[config.mk]
export PLATFORM = sky130hd
export DESIGN_NAME = sbg_top
export DESIGN_NICKNAME = d
export VERILOG_FILES = /design/src/core/sbg_pkg.sv /design/src/core/sbg_brake.sv /design/src/core/sbg_encoder.sv /design/src/core/sbg_top.sv
export SDC_FILE = /design/constraint.sdc
export NUM_CORES = 2
export LEC_CHECK = 0
export BUFFER_PORTS_ARGS = -buffer_cell sky130_fd_sc_hd__buf_4
export CORE_MARGIN = 3
export CORE_UTILIZATION = 57
export DETAILED_ROUTE_END_ITERATION = 6
export PLACE_DENSITY = 0.72
export RECOVER_POWER = 25
export SLEW_MARGIN = 10
export SYNTH_ARGS = -nofsm -noshare
export SYNTH_HDL_FRONTEND = slang
export SYNTH_SLANG_ARGS = --single-unit
[constraint.sdc]
create_clock -name core_clk -period 14.2 [get_ports core_clk]
set_input_delay 2.84 -clock core_clk [delete_from_list [all_inputs] [get_ports core_clk]]
set_output_delay 2.84 -clock core_clk [all_outputs]
set_load 0.01 [all_outputs]
[src/core/sbg_pkg.sv]
package sbg_pkg;
    // Register offsets (byte addresses)
    localparam logic [11:0] ADDR_TORQUE_FS     = 12'h152;
    localparam logic [11:0] ADDR_BRK_RELEASE   = 12'h154;
    localparam logic [11:0] ADDR_BRK_ENGAGE    = 12'h156;
    localparam logic [11:0] ADDR_GEAR_NUM      = 12'h158;
    localparam logic [11:0] ADDR_ENC_PPR       = 12'h15C;
    localparam logic [11:0] ADDR_GEAR_DEN      = 12'h160;
    localparam logic [11:0] ADDR_ZERO_SPEED    = 12'h164;
    localparam logic [11:0] ADDR_CTRL          = 12'h168;
    localparam logic [11:0] ADDR_STATUS        = 12'h16C;
    localparam logic [11:0] ADDR_IRQ_STATUS    = 12'h170;
    localparam logic [11:0] ADDR_IRQ_MASK      = 12'h174;
    localparam logic [11:0] ADDR_TORQUE_OUT    = 12'h178;
    // Reset values
    localparam logic [15:0] RST_TORQUE_FS      = 16'h0064;
    localparam logic [15:0] RST_BRK_RELEASE    = 16'h0000;
    localparam logic [15:0] RST_BRK_ENGAGE     = 16'h0000;
    localparam logic [31:0] RST_GEAR_NUM       = 32'h0000_0010;
    localparam logic [31:0] RST_ENC_PPR        = 32'h0000_09C4;
    localparam logic [31:0] RST_GEAR_DEN       = 32'h0000_000A;
    localparam logic [15:0] RST_ZERO_SPEED     = 16'h0064;
    // Ranges
    localparam logic [15:0] MAX_BRK_RELEASE    = 16'h03E8;
    localparam logic [31:0] MIN_ENC_PPR        = 32'h0000_0004;
    localparam logic [31:0] MAX_ENC_PPR        = 32'h0000_9C40;
    localparam logic [31:0] MAX_GEAR_NUM       = 32'h03FF_FFFF;
    localparam logic [31:0] MAX_GEAR_DEN       = 32'h7FFF_FFFF;
    // Control fields
    localparam int CTRL_SERVO_ON  = 0;
    localparam int CTRL_MODE_LSB  = 1;
    localparam int CTRL_EMERGENCY = 3;
    localparam int CTRL_ALARM     = 4;
    localparam int CTRL_ALARM_EXC = 5;
    // Interrupt status bits
    localparam int IRQ_BRK_ON     = 0;
    localparam int IRQ_BRK_OFF    = 1;
    localparam int IRQ_DEN_REFUSE = 2;
    localparam int IRQ_INDEX      = 3;
    localparam int IRQ_BITS       = 4;
    // Timing
    localparam int CLK_HZ         = 25_000_000;
    localparam int MS_CYCLES      = CLK_HZ / 1000;
    localparam int INDEX_MIN_US   = 250;
    localparam int INDEX_MIN_CYC  = (CLK_HZ / 1_000_000) * INDEX_MIN_US;

    typedef enum logic [1:0] {
        SBG_MODE_SPEED  = 2'b00,
        SBG_MODE_TORQUE = 2'b01,
        SBG_MODE_PULSE  = 2'b10,
        SBG_MODE_REG    = 2'b11
    } sbg_mode_t;
endpackage

[src/core/sbg_brake.sv]
`timescale 1ns/1ns
module sbg_brake
    import sbg_pkg::*;
(
    // Clock and reset
    input  wire logic        core_clk,
    input  wire logic        rst_n,
    // Settings
    input  wire logic [15:0] release_ms,
    input  wire logic [15:0] engage_ms,
    input  wire logic        force_zero_neg,
    // State
    input  wire logic        servo_on,
    input  wire logic        zero_speed_flag,
    // Output
    output logic             brake_control_output
);
    typedef enum logic [1:0] {
        SBG_BRK_IDLE    = 2'b00,
        SBG_BRK_RELWAIT = 2'b01,
        SBG_BRK_ACTIVE  = 2'b10,
        SBG_BRK_ENGWAIT = 2'b11
    } sbg_brk_t;

    sbg_brk_t    state;
    logic [15:0] ms_cnt;
    logic [15:0] tick_cnt;
    logic        servo_q;

    wire signed [15:0] eng_s      = engage_ms;
    // A negative delay turns the brake off before servo off: treated as immediate here
    wire        eng_neg    = eng_s[15];
    wire [15:0] eng_abs    = eng_neg ? 16'h0000 : engage_ms;
    // Forcing never shortens a positive delay; a negative one already counts as zero without it
    wire        eng_zero   = (eng_neg && force_zero_neg) || (eng_abs == 16'h0000);
    wire        ms_tick    = (tick_cnt == 16'(MS_CYCLES - 1));
    wire [15:0] rel_lim    = (release_ms > MAX_BRK_RELEASE) ? MAX_BRK_RELEASE : release_ms;
    wire        on_edge    = servo_on && !servo_q;
    wire        off_edge   = !servo_on && servo_q;

    always_ff @(posedge core_clk or negedge rst_n) begin
        if (!rst_n) begin
            state                <= SBG_BRK_IDLE;
            ms_cnt               <= 16'h0000;
            tick_cnt             <= 16'h0000;
            servo_q              <= 1'b0;
            brake_control_output <= 1'b0; // RULE14
        end else begin
            servo_q  <= servo_on;
            tick_cnt <= ms_tick ? 16'h0000 : tick_cnt + 16'h0001;
            case (state)
                SBG_BRK_IDLE: begin
                    if (on_edge) begin
                        ms_cnt   <= 16'h0000;
                        tick_cnt <= 16'h0000;
                        if (rel_lim == 16'h0000) begin
                            state                <= SBG_BRK_ACTIVE;
                            brake_control_output <= 1'b1;
                        end else begin
                            state <= SBG_BRK_RELWAIT;
                        end
                    end
                end
                SBG_BRK_RELWAIT: begin
                    if (!servo_on) begin
                        state <= SBG_BRK_IDLE;
                    end else if (ms_tick && (ms_cnt + 16'h0001 >= rel_lim)) begin // RULE3
                        state                <= SBG_BRK_ACTIVE;
                        brake_control_output <= 1'b1;
                    end else if (ms_tick) begin
                        ms_cnt <= ms_cnt + 16'h0001;
                    end
                end
                SBG_BRK_ACTIVE: begin
                    if (off_edge || !servo_on) begin
                        ms_cnt   <= 16'h0000;
                        tick_cnt <= 16'h0000;
                        if (eng_zero) begin // RULE7
                            state                <= SBG_BRK_IDLE;
                            brake_control_output <= 1'b0;
                        end else begin
                            state <= SBG_BRK_ENGWAIT;
                        end
                    end
                end
                SBG_BRK_ENGWAIT: begin
                    if (zero_speed_flag) begin // RULE5
                        state                <= SBG_BRK_IDLE;
                        brake_control_output <= 1'b0;
                    end else if (ms_tick && (ms_cnt + 16'h0001 >= eng_abs)) begin // RULE4 RULE6
                        state                <= SBG_BRK_IDLE;
                        brake_control_output <= 1'b0;
                    end else if (ms_tick) begin
                        ms_cnt <= ms_cnt + 16'h0001;
                    end
                end
                default: state <= SBG_BRK_IDLE;
            endcase
        end
    end

    brk_idle_a: assert property (@(posedge core_clk) disable iff (!rst_n) // RULE14
        (state == SBG_BRK_IDLE) |-> ##1 !brake_control_output || $rose(servo_on) || servo_q)
        else $error("brake active while idle");
    brk_zero_a: assert property (@(posedge core_clk) disable iff (!rst_n) // RULE5
        (state == SBG_BRK_ENGWAIT && zero_speed_flag) |=> !brake_control_output)
        else $error("brake not released at zero speed");
    brk_neg_a: assert property (@(posedge core_clk) disable iff (!rst_n) // RULE7
        (state == SBG_BRK_ACTIVE && !servo_on && eng_zero) |=> !brake_control_output)
        else $error("forced zero delay not honoured");
endmodule

[src/core/sbg_encoder.sv]
`timescale 1ns/1ns
module sbg_encoder
    import sbg_pkg::*;
#(
    parameter int MIN_CYC = INDEX_MIN_CYC
) (
    // Clock and reset
    input  wire logic        core_clk,
    input  wire logic        rst_n,
    // Motor position
    input  wire logic        motor_step,
    input  wire logic        motor_dir,
    input  wire logic [31:0] ppr,
    // Outputs
    output logic             enc_a,
    output logic             enc_b,
    output logic             index_pulse_output
);
    // The stretch counter is 16 bits; the width check needs at least 8 cycles
    if (MIN_CYC < 8 || MIN_CYC > 65536) $error("index width out of range");

    logic [31:0] pos;
    logic [1:0]  quad;
    logic [15:0] min_cnt;
    logic        raw_z;

    wire [31:0] pos_max  = {ppr[29:0], 2'b00} - 32'h0000_0001;
    wire [31:0] next_pos = motor_dir ? ((pos == 32'h0) ? pos_max : pos - 32'h1)
                                     : ((pos >= pos_max) ? 32'h0 : pos + 32'h1);
    wire        next_raw = (next_pos < 32'h0000_0004);

    always_ff @(posedge core_clk or negedge rst_n) begin
        if (!rst_n) begin
            pos                <= 32'h0;
            quad               <= 2'b00;
            raw_z              <= 1'b0;
            min_cnt            <= 16'h0000;
            enc_a              <= 1'b0;
            enc_b              <= 1'b0;
            index_pulse_output <= 1'b0;
        end else begin
            if (motor_step) begin // RULE11
                pos   <= next_pos;
                quad  <= motor_dir ? quad - 2'b01 : quad + 2'b01;
                raw_z <= next_raw;
            end
            enc_a <= quad[1] ^ quad[0];
            enc_b <= quad[1];
            if (raw_z && !index_pulse_output) begin
                index_pulse_output <= 1'b1;
                min_cnt            <= 16'(MIN_CYC - 1);
            end else if (min_cnt != 16'h0000) begin // RULE12
                min_cnt <= min_cnt - 16'h0001;
            end else if (!raw_z) begin // RULE13
                index_pulse_output <= 1'b0;
            end
        end
    end

    z_min_a: assert property (@(posedge core_clk) disable iff (!rst_n) // RULE12
        $rose(index_pulse_output) |-> index_pulse_output [*8])
        else $error("index pulse too short");
    z_long_a: assert property (@(posedge core_clk) disable iff (!rst_n) // RULE13
        (index_pulse_output && raw_z) |=> index_pulse_output)
        else $error("long index pulse cut");
    z_seen_c: cover property (@(posedge core_clk) disable iff (!rst_n)
        $fell(index_pulse_output));
endmodule

[src/core/sbg_top.sv]
// Function
// RULE1: torque mode command percent equals input volts times full-scale setting over ten.
// RULE2: other modes use same scaling to produce a torque limit.
// RULE3: after servo on, wait release delay 0..1000 ms, then activate brake output.
// RULE4: after servo off, release brake output after signed delay -1000..1000 ms; the code counts a negative delay as zero.
// RULE5: during servo-off delay, zero speed drops brake output early.
// RULE6: expired servo-off delay drops brake output regardless of speed.
// RULE7: emergency or non-excluded alarm makes negative servo-off delay count as zero.
// RULE8: gear numerator writes accepted in pulse-train mode even with servo on.
// RULE9: gear denominator writes refused while servo on in pulse-train mode.
// RULE10: host keeps each numerator over denominator between 1/50 and 25600.
// RULE11: emit programmed pulses per revolution, 4..40000, default 2500.
// RULE12: index pulse stretched to at least 250 us.
// RULE13: longer speed-derived index pulse passed unchanged.
// RULE14: brake output inactive from reset until first release delay completes.
// RULE15: zero-speed threshold in 0.1 rpm; flag set when abs speed below it.
//
// Decided for this implementation: strobed register access.
`timescale 1ns/1ns
module sbg_top
    import sbg_pkg::*;
#(
    parameter int INDEX_CYC = INDEX_MIN_CYC
) (
    // Clock and reset
    input  wire logic        core_clk,
    input  wire logic        arst_n,
    // Register port
    input  wire logic [11:0] reg_addr,
    input  wire logic [31:0] reg_wdata,
    input  wire logic        reg_wr,
    input  wire logic        reg_rd,
    output logic      [31:0] reg_rdata,
    // Drive state
    input  wire logic signed [15:0] analog_mv,
    input  wire logic signed [15:0] motor_speed,
    input  wire logic        motor_step,
    input  wire logic        motor_dir,
    // Outputs
    output logic signed [15:0] torque_command,
    output logic signed [15:0] torque_limit,
    output logic             brake_control_output,
    output logic             zero_speed_flag,
    output logic             enc_a,
    output logic             enc_b,
    output logic             index_pulse_output,
    output logic             irq
);
    if (INDEX_CYC < 8 || INDEX_CYC > 65536) $error("index width out of range");

    logic        rst_s1;
    logic        rst_n;
    logic [15:0] torque_full_scale_setting;
    logic [15:0] brake_on_delay_setting;
    logic [15:0] brake_engage_delay;
    logic [31:0] gear_top_value;
    logic [31:0] gear_bottom_value;
    logic [31:0] encoder_output_pulses_per_rev;
    logic [15:0] zero_speed_threshold;
    logic [5:0]  ctrl;
    logic [IRQ_BITS-1:0] irq_status;
    logic [IRQ_BITS-1:0] irq_mask;
    logic        brk_raw;
    logic        brk_q;
    logic        a_raw;
    logic        b_raw;
    logic        z_raw;
    logic        z_q;
    logic signed [31:0] torque_raw;

    // Reset release through two flops
    always_ff @(posedge core_clk or negedge arst_n) begin
        if (!arst_n) begin
            rst_s1 <= 1'b0;
            rst_n  <= 1'b0;
        end else begin
            rst_s1 <= 1'b1;
            rst_n  <= rst_s1;
        end
    end

    // Decode
    wire        servo_on    = ctrl[CTRL_SERVO_ON];
    wire [1:0]  mode_bits   = ctrl[CTRL_MODE_LSB+1:CTRL_MODE_LSB];
    wire        pulse_train_position_mode = (mode_bits == SBG_MODE_PULSE);
    wire        register_position_mode    = (mode_bits == SBG_MODE_REG);
    wire        limit_mode  = pulse_train_position_mode || register_position_mode
                              || (mode_bits == SBG_MODE_SPEED); // RULE2
    wire        torque_mode = (mode_bits == SBG_MODE_TORQUE);
    // Alarm stop forces negative delay to zero unless it is the excluded alarm code
    wire        excluded_alarm_code = ctrl[CTRL_ALARM_EXC];
    wire        force_zero  = ctrl[CTRL_EMERGENCY]
                              || (ctrl[CTRL_ALARM] && !excluded_alarm_code); // RULE7
    wire        wr_fs       = reg_wr && (reg_addr == ADDR_TORQUE_FS);
    wire        wr_rel      = reg_wr && (reg_addr == ADDR_BRK_RELEASE);
    wire        wr_eng      = reg_wr && (reg_addr == ADDR_BRK_ENGAGE);
    wire        wr_num      = reg_wr && (reg_addr == ADDR_GEAR_NUM); // RULE8
    wire        wr_den      = reg_wr && (reg_addr == ADDR_GEAR_DEN);
    wire        den_lock    = servo_on && pulse_train_position_mode;
    wire        den_refused = wr_den && den_lock; // RULE9
    wire        wr_ppr      = reg_wr && (reg_addr == ADDR_ENC_PPR);
    wire        wr_zs       = reg_wr && (reg_addr == ADDR_ZERO_SPEED);
    wire        wr_ctrl     = reg_wr && (reg_addr == ADDR_CTRL);
    wire        wr_mask     = reg_wr && (reg_addr == ADDR_IRQ_MASK);
    wire        rd_irq      = reg_rd && (reg_addr == ADDR_IRQ_STATUS);
    wire        num_ok      = (reg_wdata != 32'h0) && (reg_wdata <= MAX_GEAR_NUM);
    wire        den_ok      = (reg_wdata != 32'h0) && (reg_wdata <= MAX_GEAR_DEN);
    wire        ppr_ok      = (reg_wdata >= MIN_ENC_PPR) && (reg_wdata <= MAX_ENC_PPR);
    // Speed magnitude compared against a 0.1 rpm threshold
    wire [15:0] speed_abs   = motor_speed[15] ? 16'(-motor_speed) : motor_speed;
    wire        next_zero   = (speed_abs < zero_speed_threshold); // RULE15
    // Millivolts times percent setting; mV/10000 gives volts/10
    wire signed [31:0] tprod  = 32'(analog_mv) * $signed({16'h0000, torque_full_scale_setting});
    wire signed [15:0] next_torque = 16'(tprod / 32'sd10000); // RULE1 RULE2
    wire [IRQ_BITS-1:0] events;
    assign events[IRQ_BRK_ON]     = brk_raw && !brk_q;
    assign events[IRQ_BRK_OFF]    = !brk_raw && brk_q;
    assign events[IRQ_DEN_REFUSE] = den_refused;
    assign events[IRQ_INDEX]      = z_raw && !z_q;

    logic [31:0] rd_mux;
    always_comb begin
        case (reg_addr)
            ADDR_TORQUE_FS:   rd_mux = {16'h0000, torque_full_scale_setting};
            ADDR_BRK_RELEASE: rd_mux = {16'h0000, brake_on_delay_setting};
            ADDR_BRK_ENGAGE:  rd_mux = {16'h0000, brake_engage_delay};
            ADDR_GEAR_NUM:    rd_mux = gear_top_value;
            ADDR_ENC_PPR:     rd_mux = encoder_output_pulses_per_rev;
            ADDR_GEAR_DEN:    rd_mux = gear_bottom_value;
            ADDR_ZERO_SPEED:  rd_mux = {16'h0000, zero_speed_threshold};
            ADDR_CTRL:        rd_mux = {26'h0, ctrl};
            ADDR_STATUS:      rd_mux = {29'h0, index_pulse_output, zero_speed_flag,
                                        brake_control_output};
            ADDR_IRQ_STATUS:  rd_mux = {28'h0, irq_status};
            ADDR_IRQ_MASK:    rd_mux = {28'h0, irq_mask};
            ADDR_TORQUE_OUT:  rd_mux = {torque_limit, torque_command};
            default:          rd_mux = 32'h0000_0000;
        endcase
    end

    // Configuration registers
    always_ff @(posedge core_clk or negedge rst_n) begin
        if (!rst_n) begin
            torque_full_scale_setting     <= RST_TORQUE_FS;
            brake_on_delay_setting        <= RST_BRK_RELEASE;
            brake_engage_delay            <= RST_BRK_ENGAGE;
            gear_top_value                <= RST_GEAR_NUM;
            gear_bottom_value             <= RST_GEAR_DEN;
            encoder_output_pulses_per_rev <= RST_ENC_PPR;
            zero_speed_threshold          <= RST_ZERO_SPEED;
            ctrl                          <= 6'h00;
            irq_mask                      <= '0;
        end else begin
            if (wr_fs)   torque_full_scale_setting <= reg_wdata[15:0];
            if (wr_rel)  brake_on_delay_setting    <= reg_wdata[15:0];
            if (wr_eng)  brake_engage_delay        <= reg_wdata[15:0];
            if (wr_num && num_ok) gear_top_value <= reg_wdata; // RULE8
            if (wr_den && den_ok && !den_lock) gear_bottom_value <= reg_wdata; // RULE9
            // Out-of-range counts are dropped so the encoder divider never sees zero
            if (wr_ppr && ppr_ok) encoder_output_pulses_per_rev <= reg_wdata; // RULE11
            if (wr_zs)   zero_speed_threshold <= reg_wdata[15:0];
            if (wr_ctrl) ctrl     <= reg_wdata[5:0];
            if (wr_mask) irq_mask <= reg_wdata[IRQ_BITS-1:0];
        end
    end

    // Sticky status: a set in the clearing read's cycle survives
    always_ff @(posedge core_clk or negedge rst_n) begin
        if (!rst_n) begin
            irq_status <= '0;
            irq        <= 1'b0;
            reg_rdata  <= 32'h0;
            brk_q      <= 1'b0;
            z_q        <= 1'b0;
        end else begin
            irq_status <= (rd_irq ? '0 : irq_status) | events;
            irq        <= |(((rd_irq ? '0 : irq_status) | events) & irq_mask);
            reg_rdata  <= reg_rd ? rd_mux : 32'h0;
            brk_q      <= brk_raw;
            z_q        <= z_raw;
        end
    end

    // Torque scaling and output flops
    always_ff @(posedge core_clk or negedge rst_n) begin
        if (!rst_n) begin
            torque_command       <= 16'sh0000;
            torque_limit         <= 16'sh0000;
            zero_speed_flag      <= 1'b0;
            brake_control_output <= 1'b0;
            enc_a                <= 1'b0;
            enc_b                <= 1'b0;
            index_pulse_output   <= 1'b0;
        end else begin
            torque_command       <= torque_mode ? next_torque : 16'sh0000; // RULE1
            torque_limit         <= limit_mode ? next_torque : 16'sh0000; // RULE2
            zero_speed_flag      <= next_zero;
            brake_control_output <= brk_raw;
            enc_a                <= a_raw;
            enc_b                <= b_raw;
            index_pulse_output   <= z_raw;
        end
    end

    sbg_brake u_brake (
        .core_clk             (core_clk),
        .rst_n                (rst_n),
        .release_ms           (brake_on_delay_setting),
        .engage_ms            (brake_engage_delay),
        .force_zero_neg       (force_zero),
        .servo_on             (servo_on),
        .zero_speed_flag      (zero_speed_flag), // RULE5
        .brake_control_output (brk_raw)
    );

    sbg_encoder #(
        .MIN_CYC (INDEX_CYC)
    ) u_enc (
        .core_clk           (core_clk),
        .rst_n              (rst_n),
        .motor_step         (motor_step),
        .motor_dir          (motor_dir),
        .ppr                (encoder_output_pulses_per_rev),
        .enc_a              (a_raw),
        .enc_b              (b_raw),
        .index_pulse_output (z_raw)
    );

    // Register read data appears exactly one cycle after the strobe
    rd_timing_a: assert property (@(posedge core_clk) disable iff (!rst_n)
        !reg_rd |=> (reg_rdata == 32'h0))
        else $error("read data outside its cycle");
    den_lock_a: assert property (@(posedge core_clk) disable iff (!rst_n) // RULE9
        den_refused |=> $stable(gear_bottom_value))
        else $error("denominator changed while locked");
    num_open_a: assert property (@(posedge core_clk) disable iff (!rst_n) // RULE8
        (wr_num && num_ok) |=> (gear_top_value == $past(reg_wdata)))
        else $error("numerator write lost");
    torque_mode_a: assert property (@(posedge core_clk) disable iff (!rst_n) // RULE1
        !torque_mode |=> (torque_command == 16'sh0000))
        else $error("torque command outside torque mode");
    zero_flag_a: assert property (@(posedge core_clk) disable iff (!rst_n) // RULE15
        (speed_abs < zero_speed_threshold) |=> zero_speed_flag)
        else $error("zero speed flag missing");
    brk_follow_a: assert property (@(posedge core_clk) disable iff (!rst_n) // RULE3
        $rose(brk_raw) |=> brake_control_output ##1 $past(servo_on, 3))
        else $error("brake output without servo on");
    irq_keep_a: assert property (@(posedge core_clk) disable iff (!rst_n)
        (rd_irq && |events) |=> |irq_status)
        else $error("event lost at clearing read");
    brk_on_c: cover property (@(posedge core_clk) disable iff (!rst_n) $rose(brake_control_output));
    brk_off_c: cover property (@(posedge core_clk) disable iff (!rst_n) $fell(brake_control_output));
    den_ref_c: cover property (@(posedge core_clk) disable iff (!rst_n) den_refused);
    z_c: cover property (@(posedge core_clk) disable iff (!rst_n) $rose(index_pulse_output));
endmodule

==> results_dict.tcl <==
set metrics [dict create \
    syn-cell-area_um2 35700 \
    fmax_ghz 0.0425 \
    clock_skew_ns 0.0266 \
    status "complete, but fails checks" \
    drtAntennaViolNets 0 \
    finalSetupTns_ns -287.33 \
    clk_latency_ns 0.54 \
    grt_pass1_vias 35200 \
    crit_arrival_ns 23.89 \
    synth_edf_count 0 \
    syn_area_per_cell_um2 8.71 \
    violations "DRC, capacitance limit, slew limit, setup timing" \
    worst-setup-path-type "input port to register" \
    clk_pin_slew_ns 0.06 \
    die_area_um2 65800 \
    critPathCaptureType "register" \
    ys_async_sr_fraction_pct 100 \
    antenna_found_initial 10 \
    place.gp.congestion 0.951 \
    cts_made_buffers 34 \
    nNetsFinal 5492 \
    ys_seq_area_share_pct 23.6 \
    synthesis.instances 4106 \
    totalWireLength_um 118000 \
    critPathMaxFanout 11 \
    period_share_pct 166 \
    rows 91 \
    synth.distinct_cells 142 \
    crit_path_start "analog_mv[6]" \
    cp_num_buf_inv 20 \
    drcViolationCount 1 \
    ctsHtreeMaxLevel 2 \
    worstHoldPathType "register to register" \
    fin_crit_ns 23.53 \
    hold_start "u_enc.enc_a" \
    final_cells 5879 \
    syn2layout_area_growth_pct 33.5 \
    critPathTopFamily "compound AO/OA/AOI/OAI gates" \
    required_ns 14.57 \
    setup_slack_ns -9.33 \
    clockRootBuffer "clkbuf_16" \
    grt_overflow 0 \
    via_per_inst 6.11 \
    grt.total_usage_pct 33.9 \
    rsz0062_at_grt "true" \
    startpoint_type "input port" \
    initial_utilization_pct 57.8 \
    first_pass_iters 7 \
    dp_cells 5689 \
    synth_flop_cell "dfrtp_1" \
    wl_per_cell_um 20.1 \
    finalSetupViolCount 32 \
    crit_top_cell "buf_4" \
    hold_slack_ns 0.353 \
    tightest_slew_ns 4.07 \
    die_h_um 256 \
    core_area_um2 61800 \
    crit_slowest_cell "fa_1" \
    dp_slack_ns -10.04 \
    drive_gt1_share_pct 34.4 \
    cts_tree "built" \
    cp_slowest_stage_delay_ns 0.54 \
    clockBufferDepth 3 \
    relSlewSlack_pct -171 \
    cts_hold_buffers 0 \
    io_pins 152 \
    io_buffers 151 \
    r2r-start "torque_full_scale_setting[8]" \
    cap_viol_max_count 4 \
    drt_iter0_markers 3245 \
    grt_max_degree 78 \
    ys_warn_count 0 \
    hold_viol 0 \
    hpwl_um 86600 \
    dr_total_vias 35900 \
    ys_ff_latch 336 \
    cts_sinks 336 \
    grt_pass1_wl_um 184000 \
    final_max_slew_viol_count 280 \
    fp.dieW_um 256 \
]
[final cells by class]
type                       count  area, um^2
clock inverter                17         248
clock buffer                  44         940
multi-input combinational   3298       27700
sequential                   336        8430
fill                        4208       14100
timing repair buffer        1056        8240
inverter                     287        1080
antenna                        4        10.0
tap                          837        1050
[registers in the layout, summed over array words and instances (netlist names), 2 cells and up]
name and count:
encoder_output_pulses_per_rev 32, gear_bottom_value 32, gear_top_value 32, reg_rdata 32
u_enc.pos 32, brake_engage_delay 16, brake_on_delay_setting 16, torque_command 16
torque_full_scale_setting 16, torque_limit 16, u_brake.ms_cnt 16, u_brake.tick_cnt 16
u_enc.min_cnt 16, zero_speed_threshold 16, ctrl 6, irq_mask 4
irq_status 4, u_brake.state 2, u_enc.quad 2
[Yosys cell counts, types with 25 or more instances]
cell type / number / share of area [%]
a211oi_1: 27 / 0.57
a21o_1: 28 / 0.59
a21oi_1: 190 / 2.7
a222oi_1: 29 / 0.81
a22oi_1: 61 / 1.3
a31oi_1: 51 / 0.89
and2_1: 158 / 2.8
and3_1: 39 / 0.68
buf_2: 25 / 0.35
clkbuf_1: 145 / 1.5
dfrtp_1: 322 / 23
fa_1: 194 / 11
ha_1: 203 / 7.1
inv_1: 282 / 3.0
mux2_2: 169 / 5.3
nand2_1: 449 / 4.7
nand2b_1: 63 / 1.1
nand3_1: 108 / 1.5
nand4_1: 35 / 0.61
nor2_1: 294 / 3.1
nor2b_1: 47 / 0.82
nor3_1: 101 / 1.4
nor4_1: 55 / 0.96
o211ai_1: 29 / 0.61
o21ai_0: 134 / 1.9
o31ai_1: 28 / 0.59
or3_1: 42 / 0.74
xnor2_1: 178 / 4.4
xor2_1: 103 / 2.5
[worst paths after layout]
path | endpoint | slack, ns | cells past startpoint
max reg2reg | torque_command[8] | -7.60 | 95
min | enc_a | 0.35 | 0
max in group asynchronous | gear_bottom_value[7] | 8.08 | 1
min in group asynchronous | u_brake.tick_cnt[13] | 1.15 | 0
min reg2reg | enc_a | 0.35 | 0
max | torque_command[8] | -9.33 | 98
[metrics by stage]
stage          cell area (um^2)  util, %
2_1_floorplan             36400        -
3_3_place_gp              43600     70.6
3_5_place_dp              43600     70.6
4_1_cts                   46300     74.9
5_1_grt                   47700     77.1
6_report                  47700     77.2
[metal layers]
| layer | vias up | part of all wire [%] | GRT usage (%) |
|---|---|---|---|
| met1 | 17500 | 42 | 46.1 |
| met2 | 1686 | 46 | 55.0 |
| li1 | 16400 | - | - |
| met3 | 395 | 7.9 | 5.99 |
| met4 | 12 | 4.3 | 11.4 |
| met5 | - | 0.064 | 0 |
[repair_timing]
action	CTS	global route
pin swaps	165	135
gates resized for setup	196	200
setup endpoints to repair	32	32
endpoints found under the hold margin	0	0
gates cloned	1	1
buffers inserted	66	64
[placed cells by master, fill, tap and decap left out, types with 36 or more instances in the layout]
| cell type | instances |
|---|---|
| a21oi_1 | 158 |
| a22oi_1 | 59 |
| a31oi_1 | 44 |
| and2_1 | 136 |
| buf_4 | 991 |
| buf_6 | 52 |
| clkbuf_16 | 36 |
| dfrtp_1 | 322 |
| fa_1 | 183 |
| ha_1 | 189 |
| inv_1 | 269 |
| mux2_2 | 162 |
| nand2_1 | 435 |
| nand2b_1 | 62 |
| nand3_1 | 95 |
| nor2_1 | 277 |
| nor2b_1 | 45 |
| nor3_1 | 93 |
| nor4_1 | 44 |
| o21ai_0 | 117 |
| or3_1 | 39 |
| xnor2_1 | 155 |
| xor2_1 | 95 |
[logic make-up (layout without fill, tap and decap cells)]
group	Yosys count	in the layout	synth area share (%)
and+or+nand+nor	1504	1504	21.2
AOI/OAI and AO/OA	894	895	18.4
buffers and inverters	479	1404	5.18
adders and majority gates	408	408	18.3
DFF	336	336	23.6
xor gates and xnor gates	289	289	7.28
muxes	195	195	6.07
other	1	11	0.0105
Power is left out: the tool's default activity adds up to more than one toggle a clock period on the data nets, which glitch-free logic cannot reach.
